<file path="config.mk">
export PLATFORM = sky130hd
export DESIGN_NAME = gtm_timer
export DESIGN_NICKNAME = d
export VERILOG_FILES = /design/src/gtm_pkg.sv /design/src/gtm_timer.sv
export SDC_FILE = /design/constraint.sdc
export NUM_CORES = 1
export LEC_CHECK = 0
export ABC_AREA = 0
export CAP_MARGIN = 10
export CORE_ASPECT_RATIO = 0.8
export CORE_MARGIN = 4
export CORE_UTILIZATION = 44
export CTS_CLUSTER_SIZE = 14
export DETAILED_ROUTE_END_ITERATION = 8
export DONT_BUFFER_PORTS = 1
export HOLD_SLACK_MARGIN = 0.15
export PLACE_DENSITY = 0.6
export SLEW_MARGIN = 25
export SYNTH_ARGS = -nofsm -noshare
export SYNTH_HDL_FRONTEND = slang
export SYNTH_SLANG_ARGS = --single-unit
</file>
<file path="constraint.sdc">
create_clock -name i_mclk -period 2 [get_ports i_mclk]
set_input_delay 0.2 -clock i_mclk [delete_from_list [all_inputs] [get_ports i_mclk]]
set_output_delay 0.2 -clock i_mclk [all_outputs]
set_load 0.03 [all_outputs]
</file>
<file path="src/gtm_pkg.sv">
// package for the general timer: register offsets, field positions, reset values
// assumes an 8-bit register port with one-cycle read latency
package gtm_pkg;
	// register offsets on the plain register port
	localparam logic [2:0] OFF_CTRL = 3'h0;
	localparam logic [2:0] OFF_MODE = 3'h1;
	localparam logic [2:0] OFF_RLD_LO = 3'h2;
	localparam logic [2:0] OFF_RLD_HI = 3'h3;
	localparam logic [2:0] OFF_CNT_LO = 3'h4;
	localparam logic [2:0] OFF_CNT_HI = 3'h5;
	localparam logic [2:0] OFF_PRESC = 3'h6;
	// control register bit positions
	localparam int B_OVF = 7;
	localparam int B_EXT = 6;
	localparam int B_RXSEL = 5;
	localparam int B_TXSEL = 4;
	localparam int B_EXTEN = 3;
	localparam int B_RUN = 2;
	localparam int B_CSEL = 1;
	localparam int B_CAP = 0;
	// mode register bit positions
	localparam int B_CKOE = 1;
	localparam int B_DOWN_COUNT_ENABLE = 0;
	// reset values, the count limit and the last baud divider step
	localparam logic [7:0] CTRL_RST = 8'h00;
	localparam logic [1:0] MODE_RST = 2'h0;
	localparam logic [15:0] CNT_RST = 16'h0000;
	localparam logic [7:0] PRESC_RST = 8'h00;
	localparam logic [15:0] CNT_MAX = 16'hffff;
	localparam logic [3:0] BAUD_DIV_LAST = 4'hf;
	// register port request
	typedef struct packed {
		logic wr;
		logic rd;
		logic [2:0] addr;
		logic [7:0] wdata;
	} gtm_req_s;
endpackage : gtm_pkg

</file>
<file path="src/gtm_timer.sv">
// general timer with capture, auto-reload, up/down, baud and clock-out modes
// assumes pins arrive asynchronous and the register master never waits
`timescale 1ns/10ps
`default_nettype none
module gtm_timer (
	// clock and reset
	input wire logic i_mclk,
	input wire logic i_rst_b,
	// register port
	input wire gtm_pkg::gtm_req_s i_req,
	output logic [7:0] o_rdata,
	// pins
	input wire logic i_count_pin,
	input wire logic i_external_trigger_pin,
	output logic o_clock_out_pin,
	output logic o_clock_out_oe,
	// serial port and interrupt
	output logic o_rx_baud_tick,
	output logic o_tx_baud_tick,
	output logic o_overflow_pulse,
	output logic o_irq
);
	logic [7:0] ctrl_r, ctrl_nxt;
	logic [1:0] mode_r, mode_nxt;
	logic [15:0] cnt_r, cnt_nxt, rld_r, rld_nxt;
	logic [7:0] presc_r, presc_nxt, pdiv_r, pdiv_nxt, rdata_nxt;
	logic [3:0] bdiv_r, bdiv_nxt;
	logic clk_out_r, clk_out_nxt, ovp_r, ovp_nxt, baud_r, baud_nxt;
	logic [1:0] tsync_r, csync_r;
	logic tprev_r, cprev_r;
	logic t_fall, c_fall, tick, baud_mode, updown, wrap, ext_hit, clkout_mode;
	logic [1:0] tsync_nxt, csync_nxt;
	logic tprev_nxt, cprev_nxt;

	// two-flop synchronisers; only the second stage feeds edge logic
	always_comb begin
		tsync_nxt = {tsync_r[0], i_external_trigger_pin};
		csync_nxt = {csync_r[0], i_count_pin};
		tprev_nxt = tsync_r[1];
		cprev_nxt = csync_r[1];
	end

	// pins come out of reset as idle high so no false falling edge follows reset
	always_ff @(posedge i_mclk) begin
		if (!i_rst_b) begin
			tsync_r <= 2'h3;
			csync_r <= 2'h3;
			tprev_r <= 1'b1;
			cprev_r <= 1'b1;
		end else begin
			tsync_r <= tsync_nxt;
			csync_r <= csync_nxt;
			tprev_r <= tprev_nxt;
			cprev_r <= cprev_nxt;
		end
	end

	assign t_fall = tprev_r & ~tsync_r[1];
	assign c_fall = cprev_r & ~csync_r[1];
	assign baud_mode = ctrl_r[gtm_pkg::B_RXSEL] | ctrl_r[gtm_pkg::B_TXSEL];
	assign updown = mode_r[gtm_pkg::B_DOWN_COUNT_ENABLE] & ~ctrl_r[gtm_pkg::B_CAP] & ~baud_mode;
	// timer function: one tick per prescale_value+1 clocks
	assign tick = ctrl_r[gtm_pkg::B_RUN] &
		(ctrl_r[gtm_pkg::B_CSEL] ? c_fall : (pdiv_r == presc_r));
	assign ext_hit = ctrl_r[gtm_pkg::B_EXTEN] & t_fall & ~updown;
	// clock-out rollovers are not interrupt sources, so they leave overflow_flag alone
	assign clkout_mode = mode_r[gtm_pkg::B_CKOE] & ~ctrl_r[gtm_pkg::B_CSEL];

	always_comb begin
		ctrl_nxt = ctrl_r;
		mode_nxt = mode_r;
		cnt_nxt = cnt_r;
		rld_nxt = rld_r;
		presc_nxt = presc_r;
		pdiv_nxt = pdiv_r;
		bdiv_nxt = bdiv_r;
		clk_out_nxt = clk_out_r;
		ovp_nxt = 1'b0;
		baud_nxt = 1'b0;
		wrap = 1'b0;
		rdata_nxt = 8'h00;
		// software writes first, so hardware events below win over a clear
		if (i_req.wr) begin
			unique case (i_req.addr)
				gtm_pkg::OFF_CTRL: ctrl_nxt = i_req.wdata;
				gtm_pkg::OFF_MODE: mode_nxt = i_req.wdata[1:0];
				gtm_pkg::OFF_RLD_LO: rld_nxt[7:0] = i_req.wdata;
				gtm_pkg::OFF_RLD_HI: rld_nxt[15:8] = i_req.wdata;
				gtm_pkg::OFF_CNT_LO: cnt_nxt[7:0] = i_req.wdata;
				gtm_pkg::OFF_CNT_HI: cnt_nxt[15:8] = i_req.wdata;
				gtm_pkg::OFF_PRESC: presc_nxt = i_req.wdata;
				default: ;
			endcase
		end
		if (i_req.rd) begin
			unique case (i_req.addr)
				gtm_pkg::OFF_CTRL: rdata_nxt = ctrl_r;
				gtm_pkg::OFF_MODE: rdata_nxt = {6'h00, mode_r};
				gtm_pkg::OFF_RLD_LO: rdata_nxt = rld_r[7:0];
				gtm_pkg::OFF_RLD_HI: rdata_nxt = rld_r[15:8];
				gtm_pkg::OFF_CNT_LO: rdata_nxt = cnt_r[7:0];
				gtm_pkg::OFF_CNT_HI: rdata_nxt = cnt_r[15:8];
				gtm_pkg::OFF_PRESC: rdata_nxt = presc_r;
				default: rdata_nxt = 8'h00;
			endcase
		end
		// prescaler restarts whenever the timer is stopped
		if (!ctrl_r[gtm_pkg::B_RUN] || pdiv_r == presc_r)
			pdiv_nxt = 8'h00;
		else
			pdiv_nxt = pdiv_r + 8'h01;
		if (tick) begin
			if (updown && !tsync_r[1]) begin
				// down count: underflow at the reload value
				if (cnt_r == rld_r) begin
					cnt_nxt = gtm_pkg::CNT_MAX;
					wrap = 1'b1;
				end else begin
					cnt_nxt = cnt_r - 16'h0001;
				end
			end else if (cnt_r == gtm_pkg::CNT_MAX) begin
				wrap = 1'b1;
				// capture mode free-runs through zero; others reload
				if (ctrl_r[gtm_pkg::B_CAP] && !baud_mode)
					cnt_nxt = 16'h0000;
				else
					cnt_nxt = rld_r;
			end else begin
				cnt_nxt = cnt_r + 16'h0001;
			end
		end
		if (wrap) begin
			ovp_nxt = 1'b1;
			if (!baud_mode && !clkout_mode)
				ctrl_nxt[gtm_pkg::B_OVF] = 1'b1;
			if (updown)
				ctrl_nxt[gtm_pkg::B_EXT] = ~ctrl_r[gtm_pkg::B_EXT];
			// clock out shares the reload value with baud mode
			if (mode_r[gtm_pkg::B_CKOE] && !ctrl_r[gtm_pkg::B_CSEL])
				clk_out_nxt = ~clk_out_r;
			if (baud_mode) begin
				// divide by 16 toward the serial port
				bdiv_nxt = bdiv_r + 4'h1;
				baud_nxt = (bdiv_r == gtm_pkg::BAUD_DIV_LAST);
			end
		end
		if (ext_hit) begin
			ctrl_nxt[gtm_pkg::B_EXT] = 1'b1;
			if (!baud_mode) begin
				if (ctrl_r[gtm_pkg::B_CAP])
					rld_nxt = cnt_r;
				else
					cnt_nxt = rld_r;
			end
		end
	end

	always_ff @(posedge i_mclk) begin
		if (!i_rst_b) begin
			ctrl_r <= gtm_pkg::CTRL_RST;
			mode_r <= gtm_pkg::MODE_RST;
			cnt_r <= gtm_pkg::CNT_RST;
			rld_r <= gtm_pkg::CNT_RST;
			presc_r <= gtm_pkg::PRESC_RST;
			pdiv_r <= 8'h00;
			bdiv_r <= 4'h0;
			clk_out_r <= 1'b0;
			ovp_r <= 1'b0;
			baud_r <= 1'b0;
			o_rdata <= 8'h00;
		end else begin
			ctrl_r <= ctrl_nxt;
			mode_r <= mode_nxt;
			cnt_r <= cnt_nxt;
			rld_r <= rld_nxt;
			presc_r <= presc_nxt;
			pdiv_r <= pdiv_nxt;
			bdiv_r <= bdiv_nxt;
			clk_out_r <= clk_out_nxt;
			ovp_r <= ovp_nxt;
			baud_r <= baud_nxt;
			o_rdata <= rdata_nxt;
		end
	end

	assign o_clock_out_pin = clk_out_r;
	assign o_clock_out_oe = mode_r[gtm_pkg::B_CKOE] & ~ctrl_r[gtm_pkg::B_CSEL];
	assign o_overflow_pulse = ovp_r;
	assign o_rx_baud_tick = baud_r & ctrl_r[gtm_pkg::B_RXSEL];
	assign o_tx_baud_tick = baud_r & ctrl_r[gtm_pkg::B_TXSEL];
	// external_flag requests nothing in up/down mode
	assign o_irq = ctrl_r[gtm_pkg::B_OVF] | (ctrl_r[gtm_pkg::B_EXT] & ~updown);

	AST_OVF_NOT_BAUD: assert property (@(posedge i_mclk) disable iff (!i_rst_b)
		baud_mode && !ctrl_r[gtm_pkg::B_OVF] && !(i_req.wr && i_req.addr == gtm_pkg::OFF_CTRL)
		|=> !ctrl_r[gtm_pkg::B_OVF]) else $error("overflow flag set in baud mode");
	AST_OVF_STICKY: assert property (@(posedge i_mclk) disable iff (!i_rst_b)
		ctrl_r[gtm_pkg::B_OVF] && !(i_req.wr && i_req.addr == gtm_pkg::OFF_CTRL)
		|=> ctrl_r[gtm_pkg::B_OVF]) else $error("overflow flag dropped");
	AST_STOP_HOLDS: assert property (@(posedge i_mclk) disable iff (!i_rst_b)
		!ctrl_r[gtm_pkg::B_RUN] && !i_req.wr && !ext_hit |=> $stable(cnt_r)) else $error("count moved while stopped");
	AST_CAP_WRAP: assert property (@(posedge i_mclk) disable iff (!i_rst_b)
		tick && ctrl_r[gtm_pkg::B_CAP] && !baud_mode && !clkout_mode && cnt_r == gtm_pkg::CNT_MAX && !i_req.wr
		|=> cnt_r == 16'h0000 && ctrl_r[gtm_pkg::B_OVF]) else $error("capture wrap wrong");
	AST_CAPTURE: assert property (@(posedge i_mclk) disable iff (!i_rst_b)
		ext_hit && ctrl_r[gtm_pkg::B_CAP] && !baud_mode && !i_req.wr
		|=> rld_r == $past(cnt_r) && ctrl_r[gtm_pkg::B_EXT]) else $error("capture missed");
	AST_UP_RELOAD: assert property (@(posedge i_mclk) disable iff (!i_rst_b)
		tick && !ctrl_r[gtm_pkg::B_CAP] && !updown && cnt_r == gtm_pkg::CNT_MAX && !i_req.wr && !ext_hit
		|=> cnt_r == $past(rld_r)) else $error("reload missed");
	AST_DOWN_UNDER: assert property (@(posedge i_mclk) disable iff (!i_rst_b)
		tick && updown && !tsync_r[1] && cnt_r == rld_r && !i_req.wr
		|=> cnt_r == gtm_pkg::CNT_MAX) else $error("underflow load wrong");
	AST_CLKOUT: assert property (@(posedge i_mclk) disable iff (!i_rst_b)
		wrap && mode_r[gtm_pkg::B_CKOE] && !ctrl_r[gtm_pkg::B_CSEL]
		|=> o_clock_out_pin != $past(o_clock_out_pin)) else $error("clock out no toggle");
	AST_PRESC: assert property (@(posedge i_mclk) disable iff (!i_rst_b)
		!ctrl_r[gtm_pkg::B_RUN] |=> pdiv_r == 8'h00) else $error("prescaler not cleared");

	// counting
	AST_UP_STEP: assert property (@(posedge i_mclk) disable iff (!i_rst_b)
		tick && !(updown && !tsync_r[1]) && cnt_r != gtm_pkg::CNT_MAX && !i_req.wr && !ext_hit
		|=> cnt_r == $past(cnt_r) + 16'h0001) else $error("up step wrong");
	AST_DOWN_STEP: assert property (@(posedge i_mclk) disable iff (!i_rst_b)
		tick && updown && !tsync_r[1] && cnt_r != rld_r && !i_req.wr
		|=> cnt_r == $past(cnt_r) - 16'h0001) else $error("down step wrong");
	AST_UPDOWN_UP: assert property (@(posedge i_mclk) disable iff (!i_rst_b)
		tick && updown && tsync_r[1] && cnt_r == gtm_pkg::CNT_MAX && !i_req.wr
		|=> cnt_r == $past(rld_r) && ctrl_r[gtm_pkg::B_OVF]) else $error("up/down overflow wrong");
	AST_UPDOWN_DIR: assert property (@(posedge i_mclk) disable iff (!i_rst_b)
		tick && updown && tsync_r[1] && cnt_r != gtm_pkg::CNT_MAX && !i_req.wr
		|=> cnt_r == $past(cnt_r) + 16'h0001) else $error("up/down not counting up");
	AST_FORCED_RELOAD: assert property (@(posedge i_mclk) disable iff (!i_rst_b)
		ext_hit && !ctrl_r[gtm_pkg::B_CAP] && !baud_mode && !i_req.wr
		|=> cnt_r == $past(rld_r) && ctrl_r[gtm_pkg::B_EXT]) else $error("forced reload missed");
	AST_CAP_HOLD: assert property (@(posedge i_mclk) disable iff (!i_rst_b)
		ctrl_r[gtm_pkg::B_CAP] && !ext_hit && !i_req.wr
		|=> rld_r == $past(rld_r)) else $error("capture value moved");
	AST_STOP_NO_WRAP: assert property (@(posedge i_mclk) disable iff (!i_rst_b)
		!ctrl_r[gtm_pkg::B_RUN] |-> !wrap) else $error("wrap while stopped");

	// flags, interrupt and mode reset
	AST_OVF_SET: assert property (@(posedge i_mclk) disable iff (!i_rst_b)
		wrap && !baud_mode && !clkout_mode |=> ctrl_r[gtm_pkg::B_OVF]) else $error("overflow flag not set");
	AST_EXT_SET: assert property (@(posedge i_mclk) disable iff (!i_rst_b)
		ext_hit |=> ctrl_r[gtm_pkg::B_EXT]) else $error("external flag not set");
	AST_EXT_TOGGLE: assert property (@(posedge i_mclk) disable iff (!i_rst_b)
		wrap && updown
		|=> ctrl_r[gtm_pkg::B_EXT] != $past(ctrl_r[gtm_pkg::B_EXT])) else $error("external flag no toggle");
	AST_UPDOWN_NOEXT: assert property (@(posedge i_mclk) disable iff (!i_rst_b)
		updown |-> !ext_hit) else $error("pin event in up/down mode");
	AST_EXT_QUIET: assert property (@(posedge i_mclk) disable iff (!i_rst_b)
		updown && !ctrl_r[gtm_pkg::B_OVF] |-> !o_irq) else $error("up/down external flag interrupts");
	AST_IRQ_OVF: assert property (@(posedge i_mclk) disable iff (!i_rst_b)
		ctrl_r[gtm_pkg::B_OVF] |-> o_irq) else $error("overflow flag without request");
	AST_IRQ_EXT: assert property (@(posedge i_mclk) disable iff (!i_rst_b)
		ctrl_r[gtm_pkg::B_EXT] && !updown |-> o_irq) else $error("external flag without request");
	AST_NO_OVF_CLKOUT: assert property (@(posedge i_mclk) disable iff (!i_rst_b)
		clkout_mode && !ctrl_r[gtm_pkg::B_OVF] && !(i_req.wr && i_req.addr == gtm_pkg::OFF_CTRL)
		|=> !ctrl_r[gtm_pkg::B_OVF]) else $error("overflow flag set in clock-out mode");
	AST_DOWN_COUNT_ENABLE_RESET: assert property (@(posedge i_mclk) disable iff (!i_rst_b)
		$rose(i_rst_b) |-> mode_r == gtm_pkg::MODE_RST) else $error("mode not reset");

	// serial port and clock out
	AST_BAUD_RELOAD: assert property (@(posedge i_mclk) disable iff (!i_rst_b)
		tick && baud_mode && cnt_r == gtm_pkg::CNT_MAX && !i_req.wr
		|=> cnt_r == $past(rld_r)) else $error("baud reload missed");
	AST_BAUD_EXT: assert property (@(posedge i_mclk) disable iff (!i_rst_b)
		ext_hit && baud_mode && !tick && !i_req.wr
		|=> cnt_r == $past(cnt_r) && rld_r == $past(rld_r) && ctrl_r[gtm_pkg::B_EXT]) else $error("baud pin event wrong");
	AST_BAUD_DIV: assert property (@(posedge i_mclk) disable iff (!i_rst_b)
		wrap && baud_mode && bdiv_r == gtm_pkg::BAUD_DIV_LAST |=> baud_r) else $error("baud tick missed");
	AST_BAUD_GAP: assert property (@(posedge i_mclk) disable iff (!i_rst_b)
		!wrap |=> !baud_r) else $error("baud tick without wrap");
	AST_WRAP_PULSE: assert property (@(posedge i_mclk) disable iff (!i_rst_b)
		wrap |=> o_overflow_pulse) else $error("overflow pulse missed");
	AST_PULSE_ONCE: assert property (@(posedge i_mclk) disable iff (!i_rst_b)
		!wrap |=> !o_overflow_pulse) else $error("overflow pulse without wrap");
	AST_RX_GATE: assert property (@(posedge i_mclk) disable iff (!i_rst_b)
		o_rx_baud_tick |-> ctrl_r[gtm_pkg::B_RXSEL]) else $error("receive tick not selected");
	AST_TX_GATE: assert property (@(posedge i_mclk) disable iff (!i_rst_b)
		o_tx_baud_tick |-> ctrl_r[gtm_pkg::B_TXSEL]) else $error("transmit tick not selected");
	AST_CLKOUT_HOLD: assert property (@(posedge i_mclk) disable iff (!i_rst_b)
		!wrap |=> o_clock_out_pin == $past(o_clock_out_pin)) else $error("clock out moved without wrap");
	AST_CLKOUT_IDLE: assert property (@(posedge i_mclk) disable iff (!i_rst_b)
		!clkout_mode |=> o_clock_out_pin == $past(o_clock_out_pin)) else $error("clock out moved while off");
	AST_CLKOUT_OE: assert property (@(posedge i_mclk) disable iff (!i_rst_b)
		clkout_mode |-> o_clock_out_oe) else $error("clock out not driven");

	// prescaler and pins
	AST_PRESC_STEP: assert property (@(posedge i_mclk) disable iff (!i_rst_b)
		ctrl_r[gtm_pkg::B_RUN] && pdiv_r != presc_r
		|=> pdiv_r == $past(pdiv_r) + 8'h01) else $error("prescaler step wrong");
	AST_TIMER_TICK: assert property (@(posedge i_mclk) disable iff (!i_rst_b)
		ctrl_r[gtm_pkg::B_RUN] && !ctrl_r[gtm_pkg::B_CSEL] && pdiv_r == presc_r |-> tick) else $error("tick missed");
	AST_EXT_COUNT: assert property (@(posedge i_mclk) disable iff (!i_rst_b)
		ctrl_r[gtm_pkg::B_CSEL] && !c_fall |-> !tick) else $error("count without input edge");
endmodule : gtm_timer
`default_nettype wire

</file>
==> results.tsv, run 1 <==
metric	value	unit
status	finished, violations left	
violations	hold timing, setup timing	
grt_max_degree	70	
synthArstFlopShare	0	%
fin_crit	2.05	ns
path_clk_slew	0.06	ns
synth_edf_count	0	
drive_gt1_share	28.2	%
antenna_left	0	
syn_area_per_cell	8.33	sq um
period_share	103	%
ys.flop_type	dfxtp_1	
antenna_found_initial	5	
layout_common_cells	buf_4, nand2_1, dfxtp_1	
crit_required	2.27	ns
clk_latency	0.35	ns
fp.dieH	104	um
final.setup_skew	0.00634	ns
synth_cell_types	70	
die_area	0.0134	sq mm
wire_per_inst	23.1	um
dpl.hpwl	13900	um
slew_headroom	62.6	%
cts_buffer_depth	2	
rsz0062_at_grt	true	
yosys_warnings	0	
start_util	45.9	%
rows	34	
grt_pass1_wl	31400	um
gp_congestion	0.940	
end_kind	register	
drv_cap	0	
area_growth	36.5	%
root_buffer	clkbuf_16	
drc_errors	0	
r2r_slack	-0.05	ns
cp_max_fo	6	
die_width	128	um
netlist_instances	612	
dr.pass1.iters	6	
final_hold_viol_count	23	
syn-num-nets	633	
path_class	reg -> reg	
whs	-0.0263	ns
grt_pass1_vias	5221	
worst_pin_slew	0.560	ns
clkSinkCount	79	
fmax	487	MHz
grt_overflow	0	
fin_ws	-0.0521	ns
cts_buffers	9	
route.vias.total	5398	
crit_path_start_kind	register	
cts_tree	yes	
utilization	62.7	%
yosysSeqAreaShare	31.0	%
pwr_density_cell	613	mW/mm^2
nNetsFinal	754	
maxSlewViolCount	0	
synth-seq-cells	79	
final_cells	883	
hold_class	in -> reg	
core-area	0.0111	sq mm
total_leakage_power	3.24	nW
wirelength	20400	um
final_common_cell	buf_4	
arrival	2.32	ns
place_inst	820	
p_total	4.26	mW
htreeDepth	3	
drtIter0Drc	529	
setup_violations	5	
pin_count	31	
peakVddDrop	0.000366	V
portBuffers	0	
vias_per_cell	6.11	
netlist_area	0.00510	sq mm
cts_hold_buf	40	
track_usage	31.1	%
## report_power, final
group	internal, mW	switching, mW
Sequential	1.61	0.0489
Combinational	0.345	0.346
Clock	1.22	0.697
## synthesized netlist by cell type, types with 3 or more instances
cell       n  area [sq um]
mux2_2    14           158
ha_1       4          50.1
xnor2_1    7          61.3
buf_2      8          40.0
nand3b_1   3          22.5
buf_4      4          30.0
o211a_1   16           160
o21ai_0   23           115
a211o_1    4          35.0
a21oi_1   33           165
nor4_1    11          68.8
nand3_1   21           105
nor2b_1   11          68.8
inv_1      5          18.8
xor2_1    43           377
nor3_1     5          25.0
buf_1      3          11.3
o221ai_1   3          26.3
a21boi_0  16           120
nand2_1   68           255
nor2_1    43           161
nand4_1    9          56.3
a221oi_1   4          35.0
and3_1     7          43.8
o211ai_1  12          90.1
a31oi_1    7          43.8
a22oi_1   10          75.1
mux2i_1   30           300
or2_2      3          18.8
nand2b_1  10          62.6
dfxtp_1   79          1580
clkbuf_1  33           124
a211oi_1   5          37.5
and2_1     8          50.1
a21o_1     6          45.0
## per-layer routing
layer	share of wire [%]	vias up	GRT usage [%]	wire length, um
met1	43	2596	42.2	8870
met5	0.30	-	0	62
li1	-	2455	-	-
met2	42	267	44.2	8590
met4	3.8	8	12.3	786
met3	10	72	11.4	2120
## cell type report
class / count / area (sq um)
fillers: 967 / 4140
multi-input cells: 478 / 3430
flip-flops and latches: 79 / 1610
repair buffers: 160 / 1380
clock buffers: 10 / 229
well taps: 144 / 180
clock inverters: 5 / 106
inverters: 5 / 18.8
diodes: 2 / 5.00
## logic make-up after synthesis
| group | after synthesis | share of synthesized area, % |
|---|---|---|
| AOI/OAI and AO/OA | 160 | 22.5 |
| DFF | 79 | 31.0 |
| xor gates and xnor gates | 50 | 8.59 |
| buffers and inverters | 55 | 4.83 |
| adders and majority gates | 4 | 0.982 |
| and+or+nand+nor | 219 | 22.7 |
| muxes | 45 | 9.42 |
## repair_timing
item	in CTS	in global routing
buffers inserted	5	1
endpoints found under the setup margin	17	34
resized for setup	15	41
hold endpoints to repair	71	38
pin swaps	5	15
## flip-flops by register name, summed over array words and instances (netlist names), 2 cells and up
name	count
cnt_r	16
rld_r	16
ctrl_r	8
o_rdata	8
pdiv_r	8
presc_r	8
bdiv_r	4
csync_r	2
mode_r	2
tsync_r	2
## through the flow
stage | TNS, ns | setup WS, ns | instance area (sq um)
finish | -0.110 | -0.0521 | 6960
global route | -1.04 | -0.129 | 6960
CTS | -0.0421 | -0.0318 | 6790
detailed placement | -1.19 | -0.179 | 5960
global placement | -1.34 | -0.162 | 5960
floorplan | 0 | 0.0105 | 5110
## path summary, 6_finish.rpt
path,start,endpoint,cells after the start
max,cnt_r[0]$_SDFF_PN0_,cnt_r[7]$_SDFF_PN0_,8
min,i_rst_b,rld_r[2]$_SDFF_PN0_,1
max reg2reg,cnt_r[0]$_SDFF_PN0_,cnt_r[7]$_SDFF_PN0_,8
min reg2reg,bdiv_r[1]$_SDFFE_PN0P_,bdiv_r[1]$_SDFFE_PN0P_,2
## critical path, cell delays in order (launching register included)
cell      delay (ns)
dfxtp_4         0.36
buf_4           0.15
xor2_1          0.17
nor4_2          0.26
nand4_1         0.30
nand2_2         0.26
buf_4           0.18
o221ai_1        0.12
a21oi_1         0.17
Note: power is estimated with default switching activity, not from simulation.
==> inputs of run 2 (changes only) <==
--- a/config.mk
+++ b/config.mk
@@ -15,6 +15,7 @@
 export DONT_BUFFER_PORTS = 1
 export HOLD_SLACK_MARGIN = 0.15
 export PLACE_DENSITY = 0.6
+export RECOVER_POWER = 100
 export SLEW_MARGIN = 25
 export SYNTH_ARGS = -nofsm -noshare
 export SYNTH_HDL_FRONTEND = slang
==> results.tsv, run 2 (synthesized netlist as in run 1, its figures left out) <==
metric	value	unit	change
maxSlewViolCount	0		unchanged
wirelength	20400	um	-0.18%
slew_headroom	58.4	%	-4.2 points
final.setup_skew	0.00614	ns	-0.000197 ns
core-area	0.0111	sq mm	unchanged
die_area	0.0134	sq mm	unchanged
antenna_found_initial	5		unchanged
track_usage	31.1	%	unchanged
cts_tree	yes		
whs	-0.0268	ns	-0.000459 ns
place_inst	820		unchanged
ff2ff_path_depth	7		-1
path_class	reg -> reg		
rsz0062_at_grt	true		
swShare	25.6	%	about the same
hold_class	in -> reg		
drc_errors	0		unchanged
rows	34		unchanged
fin_ws	-0.0333	ns	+0.0188 ns
worst_pin_slew	0.624	ns	+0.0643 ns
grt_max_degree	70		unchanged
dr.pass1.iters	5		-1
fmax	492	MHz	+0.92%
status	finished, violations left		
peakVddDrop	0.000366	V	about the same
crit_path_start_kind	register		
final_hold_viol_count	24		+4.3%
dpl.hpwl	13900	um	unchanged
cts_buffers	9		unchanged
pin_count	31		unchanged
final_common_cell	buf_4		
htreeDepth	3		unchanged
layout_common_cells	buf_4, nand2_1, dfxtp_1		
fin_setup_tns	-0.0936	ns	+0.0160 ns
combinationalPowerShare	16.1	%	about the same
fillers	975		+0.83%
fp.dieH	104	um	unchanged
cp_max_fo	4		-2
gp_congestion	0.940		unchanged
die_width	128	um	unchanged
p_int	3.17	mW	about the same
clkSinkCount	79		unchanged
p_total	4.26	mW	about the same
clockPowerShare	44.9	%	about the same
setup_violations	6		+1
root_buffer	clkbuf_16		
clk_latency	0.35	ns	about the same
path_clk_slew	0.06	ns	about the same
largestRegisters	cnt_r x16, rld_r x16		
arrival	2.27	ns	-0.05 ns
pwr_density_cell	614	mW/mm^2	+0.24%
total_leakage_power	3.22	nW	-0.45%
area_growth	36.1	%	
crit_required	2.24	ns	-0.03 ns
hold_depth	1		unchanged
drv_cap	0		unchanged
violations	hold timing, setup timing		
fin_crit	2.03	ns	-0.0188 ns
p_sw	1.09	mW	about the same
multiInputGateArea	0.00343	sq mm	-0.11%
p_seq_share	38.9	%	about the same
grt_pass1_vias	5221		unchanged
drive_gt1_share	27.4	%	-0.81 points
wire_per_inst	23.1	um	-0.18%
grt_pass1_wl	31400	um	unchanged
final_cells	883		unchanged
period_share	102	%	-0.94 points
start_util	45.9	%	unchanged
register_area	0.00161	sq mm	-0.16%
drtIter0Drc	586		+11%
vias_per_cell	6.09		-0.37%
end_kind	register		
cts_hold_buf	40		unchanged
cts_buffer_depth	2		unchanged
route.vias.total	5378		-0.37%
portBuffers	0		unchanged
antenna_left	0		unchanged
nNetsFinal	754		unchanged
grt_overflow	0		unchanged
-- run 2: cell types whose count changed in the layout (fill, tap and decap cells not counted), moves of 2 or more --
cell and change:
dfxtp_1 +2, clkbuf_2 +2, dfxtp_2 -2, and2_1 -2, clkbuf_1 +2, buf_4 -4, and2_0 +2
-- run 2: metal layers --
layer | track usage (%) | share of wire, % | vias up
met1 | 42.2 | 43 | 2562
met2 | 44.2 | 42 | 286
met4 | 12.3 | 3.8 | 8
met3 | 11.4 | 10 | 72
li1 | - | - | 2450
met5 | 0 | 0.30 | -
-- run 2: what timing repair did --
item                                    in CTS  in global routing
pin swaps                                    5                 15
gates resized for setup                     15                 41
endpoints found under the setup margin      17                 34
hold endpoints to repair                    71                 38
buffers inserted                             5                  1
-- run 2: final timing paths --
check	startpoint	to	slack, ns
min reg2reg	bdiv_r[1]$_SDFFE_PN0P_	bdiv_r[1]$_SDFFE_PN0P_	0.51
min	i_rst_b	rld_r[2]$_SDFF_PN0_	-0.03
max reg2reg	ctrl_r[0]$_SDFFE_PN0P_	cnt_r[8]$_SDFF_PN0_	-0.03
max	ctrl_r[0]$_SDFFE_PN0P_	cnt_r[8]$_SDFF_PN0_	-0.03
-- run 2: power groups by stage --
stage	combinational, mW	clock [mW]	sequential, mW
after global routing	0.732	2.00	1.66
final	0.689	1.92	1.66
after CTS	0.635	1.93	1.66
after global placement	0.538	0	1.69
after floorplan	0.376	0	1.68
after detailed placement	0.538	0	1.69
-- run 2: layout make-up --
type / count / area share, %
sequential: 79 / 23.1
antenna: 2 / 0.0721
clock buffer: 10 / 3.30
tap: 144 / 2.60
inverter: 5 / 0.270
clock inverter: 5 / 1.53
multi-input combinational: 478 / 49.4
timing repair buffer: 160 / 19.7
-- run 2: stage by stage --
step / worst slack, ns / hold WS, ns / instance area (sq um) / utilization [%]
2_1_floorplan: 0.0105 / 0.301 / 5110 / -
3_3_place_gp: -0.162 / 0.282 / 5960 / 53.7
3_5_place_dp: -0.179 / 0.287 / 5960 / 53.7
4_1_cts: -0.0318 / -0.0258 / 6790 / 61.2
5_1_grt: -0.129 / -0.0313 / 6940 / 62.5
6_report: -0.0333 / -0.0268 / 6940 / 62.5
-- run 2: critical path, cell delays in order (launching register included) --
cell,delay [ns]
dfxtp_1,0.30
or4b_1,0.60
buf_6,0.17
nor2_4,0.15
buf_6,0.15
o2111ai_1,0.10
a211o_1,0.31
o2111a_1,0.14
==> inputs of run 3 (changes only) <==
--- a/config.mk
+++ b/config.mk
@@ -13,8 +13,9 @@
 export CTS_CLUSTER_SIZE = 14
 export DETAILED_ROUTE_END_ITERATION = 8
 export DONT_BUFFER_PORTS = 1
+export GPL_ROUTABILITY_DRIVEN = 0
 export HOLD_SLACK_MARGIN = 0.15
-export PLACE_DENSITY = 0.6
+export PLACE_DENSITY = 0.58
 export RECOVER_POWER = 100
 export SLEW_MARGIN = 25
 export SYNTH_ARGS = -nofsm -noshare
==> constraint.sdc (replaced) <==
create_clock -name i_mclk -period 2.17 [get_ports i_mclk]
set_input_delay 0.217 -clock i_mclk [delete_from_list [all_inputs] [get_ports i_mclk]]
set_output_delay 0.217 -clock i_mclk [all_outputs]
set_load 0.03 [all_outputs]
==> results.tsv, run 3 (synthesized netlist as in run 1, its figures left out) <==
metric	value	unit	change
cp_slowest_cell	dfxtp_1		
post-place-ws	-0.0175	ns	+0.161 ns
period_share	101	%	-1.1 points
dr.pass1.iters	5		unchanged
pin_count	31		unchanged
start_util	45.9	%	unchanged
fp.dieH	104	um	unchanged
reg2reg_from	cnt_r[0]$_SDFF_PN0_		
grt_max_degree	68		-2.9%
worst_pin_slew	0.690	ns	+0.0658 ns
stdcell_area	0.00624	sq mm	-10%
antenna_left	0		unchanged
layout_common_cells	dfxtp_1, buf_4, nand2_1		
hold_class	in -> reg		
drv_cap	0		unchanged
r2r_end	cnt_r[12]$_SDFF_PN0_		
fin_crit	2.18	ns	+0.149 ns
core-area	0.0111	sq mm	unchanged
p_total	3.59	mW	-16%
fin_ws	-0.0125	ns	+0.0208 ns
rsz0062_at_grt	true		
path_clk_slew	0.07	ns	about the same
final.setup_skew	0.00675	ns	+0.000608 ns
crit_path_start_kind	register		
total_leakage_power	2.84	nW	-12%
end_kind	register		
rows	34		unchanged
wire_per_inst	22.7	um	-1.7%
hold_end	rld_r[11]$_SDFF_PN0_		
placed_cell_area	0.00567	sq mm	-4.8%
track_usage	27.9	%	-3.2 points
pwr_density_cell	576	mW/mm^2	-6.3%
cts_tree	yes		
grt_pass1_vias	4886		-6.4%
arrival	2.42	ns	+0.15 ns
grt_overflow	0		unchanged
crit_buf_inv	3		+1
final_hold_viol_count	0		-100%
crit_cells	9		+2
final_common_cell	dfxtp_1		
portBuffers	0		unchanged
setup_violations	1		-5
area_growth	22.4	%	
largestRegisters	cnt_r x16, rld_r x16		
crit_required	2.41	ns	+0.17 ns
path_class	reg -> reg		
violations	setup timing		
die_area	0.0134	sq mm	unchanged
nNetsFinal	692		-8.2%
path_cells	buf_4 > inv_1 > ha_2 > nand3b_1 > buf_4 > nor4_4 > xor2_1 > a2bb2oi_1 > o311a_1		
drc_errors	0		unchanged
drtIter0Drc	636		+8.5%
cts_buffer_depth	2		unchanged
r2r_slack	-0.01	ns	+0.02 ns
dpl.hpwl	12500	um	-9.8%
drive_gt1_share	20.4	%	-7.0 points
crit_family	buffers and inverters		
grt_pass1_wl	29000	um	-7.5%
htreeDepth	3		unchanged
peakVddDrop	0.000395	V	+8.1%
slowest_delay	0.32	ns	-0.28 ns
clk_latency	0.35	ns	about the same
status	finished, violations left		
utilization	56.2	%	-6.3 points
cts_buffers	9		unchanged
root_buffer	clkbuf_16		
fmax	458	MHz	-6.8%
place_inst	781		-4.8%
maxSlewViolCount	0		unchanged
clkSinkCount	79		unchanged
hold_depth	3		+2
wirelength	18600	um	-8.8%
slew_headroom	54.0	%	-4.4 points
fin_setup_tns	-0.0125	ns	+0.0811 ns
vias_per_cell	6.31		+3.6%
whs	0.156	ns	+0.182 ns
antenna_cells	0		-2
antenna_found_initial	1		-4
final_cells	820		-7.1%
cp_max_fo	7		+3
hp-start	i_req[3]		
route.vias.total	5173		-3.8%
die_width	128	um	unchanged
critPathMostFrequentCell	buf_4		
ff2ff_path_depth	9		+2
run 3: cell types whose count changed in the layout (fill, tap and decap cells not counted), moves of 3 or more:
cell,delta
dfxtp_1,+13
dfxtp_2,-12
dlygate4sd3_1,-25
buf_4,-32
buf_6,-9
bufinv_16,-3
run 3: worst register-to-register path, cell delays in order, from the launching register on:
cell and delay (ns):
dfxtp_1 0.32, buf_4 0.17, inv_1 0.10, ha_2 0.21, nand3b_1 0.31, buf_4 0.27
nor4_4 0.15, xor2_1 0.11, a2bb2oi_1 0.14, o311a_1 0.28
run 3: cell type report:
class                           instances  area [sq um]
Multi-Input combinational cell        478          3340
Sequential cell                        79          1590
Clock inverter                          7          55.1
Fill cell                            1009          4860
Tap cell                              144           180
Timing Repair Buffer                   98           828
Inverter                                5          18.8
Clock buffer                            9           225
run 3: timing repair:
| item | 4_1_cts | 5_1_grt |
|---|---|---|
| resized for setup | 0 | 16 |
| endpoints found under the hold margin | 69 | 0 |
| pin swaps | 1 | 10 |
| gates cloned | 0 | 0 |
| hold buffers | 16 | 0 |
| setup buffers | 2 | 5 |
| endpoints found under the setup margin | 4 | 19 |
run 3: per-layer routing:
layer | wire [um] | global-route usage (%) | up-vias
met5 | 13 | 0 | -
met4 | 438 | 6.36 | 2
met3 | 2000 | 8.37 | 60
met2 | 7810 | 39.6 | 281
met1 | 8350 | 41.1 | 2497
li1 | - | - | 2333
run 3: how the worst max path moves through the flow:
stage | startpoint | endpoint | slack (ns)
after global placement | cnt_r[14]$_SDFF_PN0_ | ctrl_r[6]$_SDFF_PN0_ | 0.004
final | cnt_r[0]$_SDFF_PN0_ | cnt_r[12]$_SDFF_PN0_ | -0.01
after detailed placement | cnt_r[1]$_SDFF_PN0_ | ctrl_r[6]$_SDFF_PN0_ | -0.02
after global routing | cnt_r[0]$_SDFF_PN0_ | cnt_r[12]$_SDFF_PN0_ | -0.04
after CTS | cnt_r[8]$_SDFF_PN0_ | cnt_r[14]$_SDFF_PN0_ | 0.02
after floorplan | cnt_r[0]$_SDFF_PN0_ | cnt_r[8]$_SDFF_PN0_ | 0.07
run 3: where the power goes:
group	internal [mW]	switching [mW]	total [mW]	leakage, nW
sequential	1.48	0.0476	1.53	0.642
clock	0.786	0.685	1.47	0.132
combinational	0.272	0.319	0.591	2.07
total	2.54	1.05	3.59	2.84
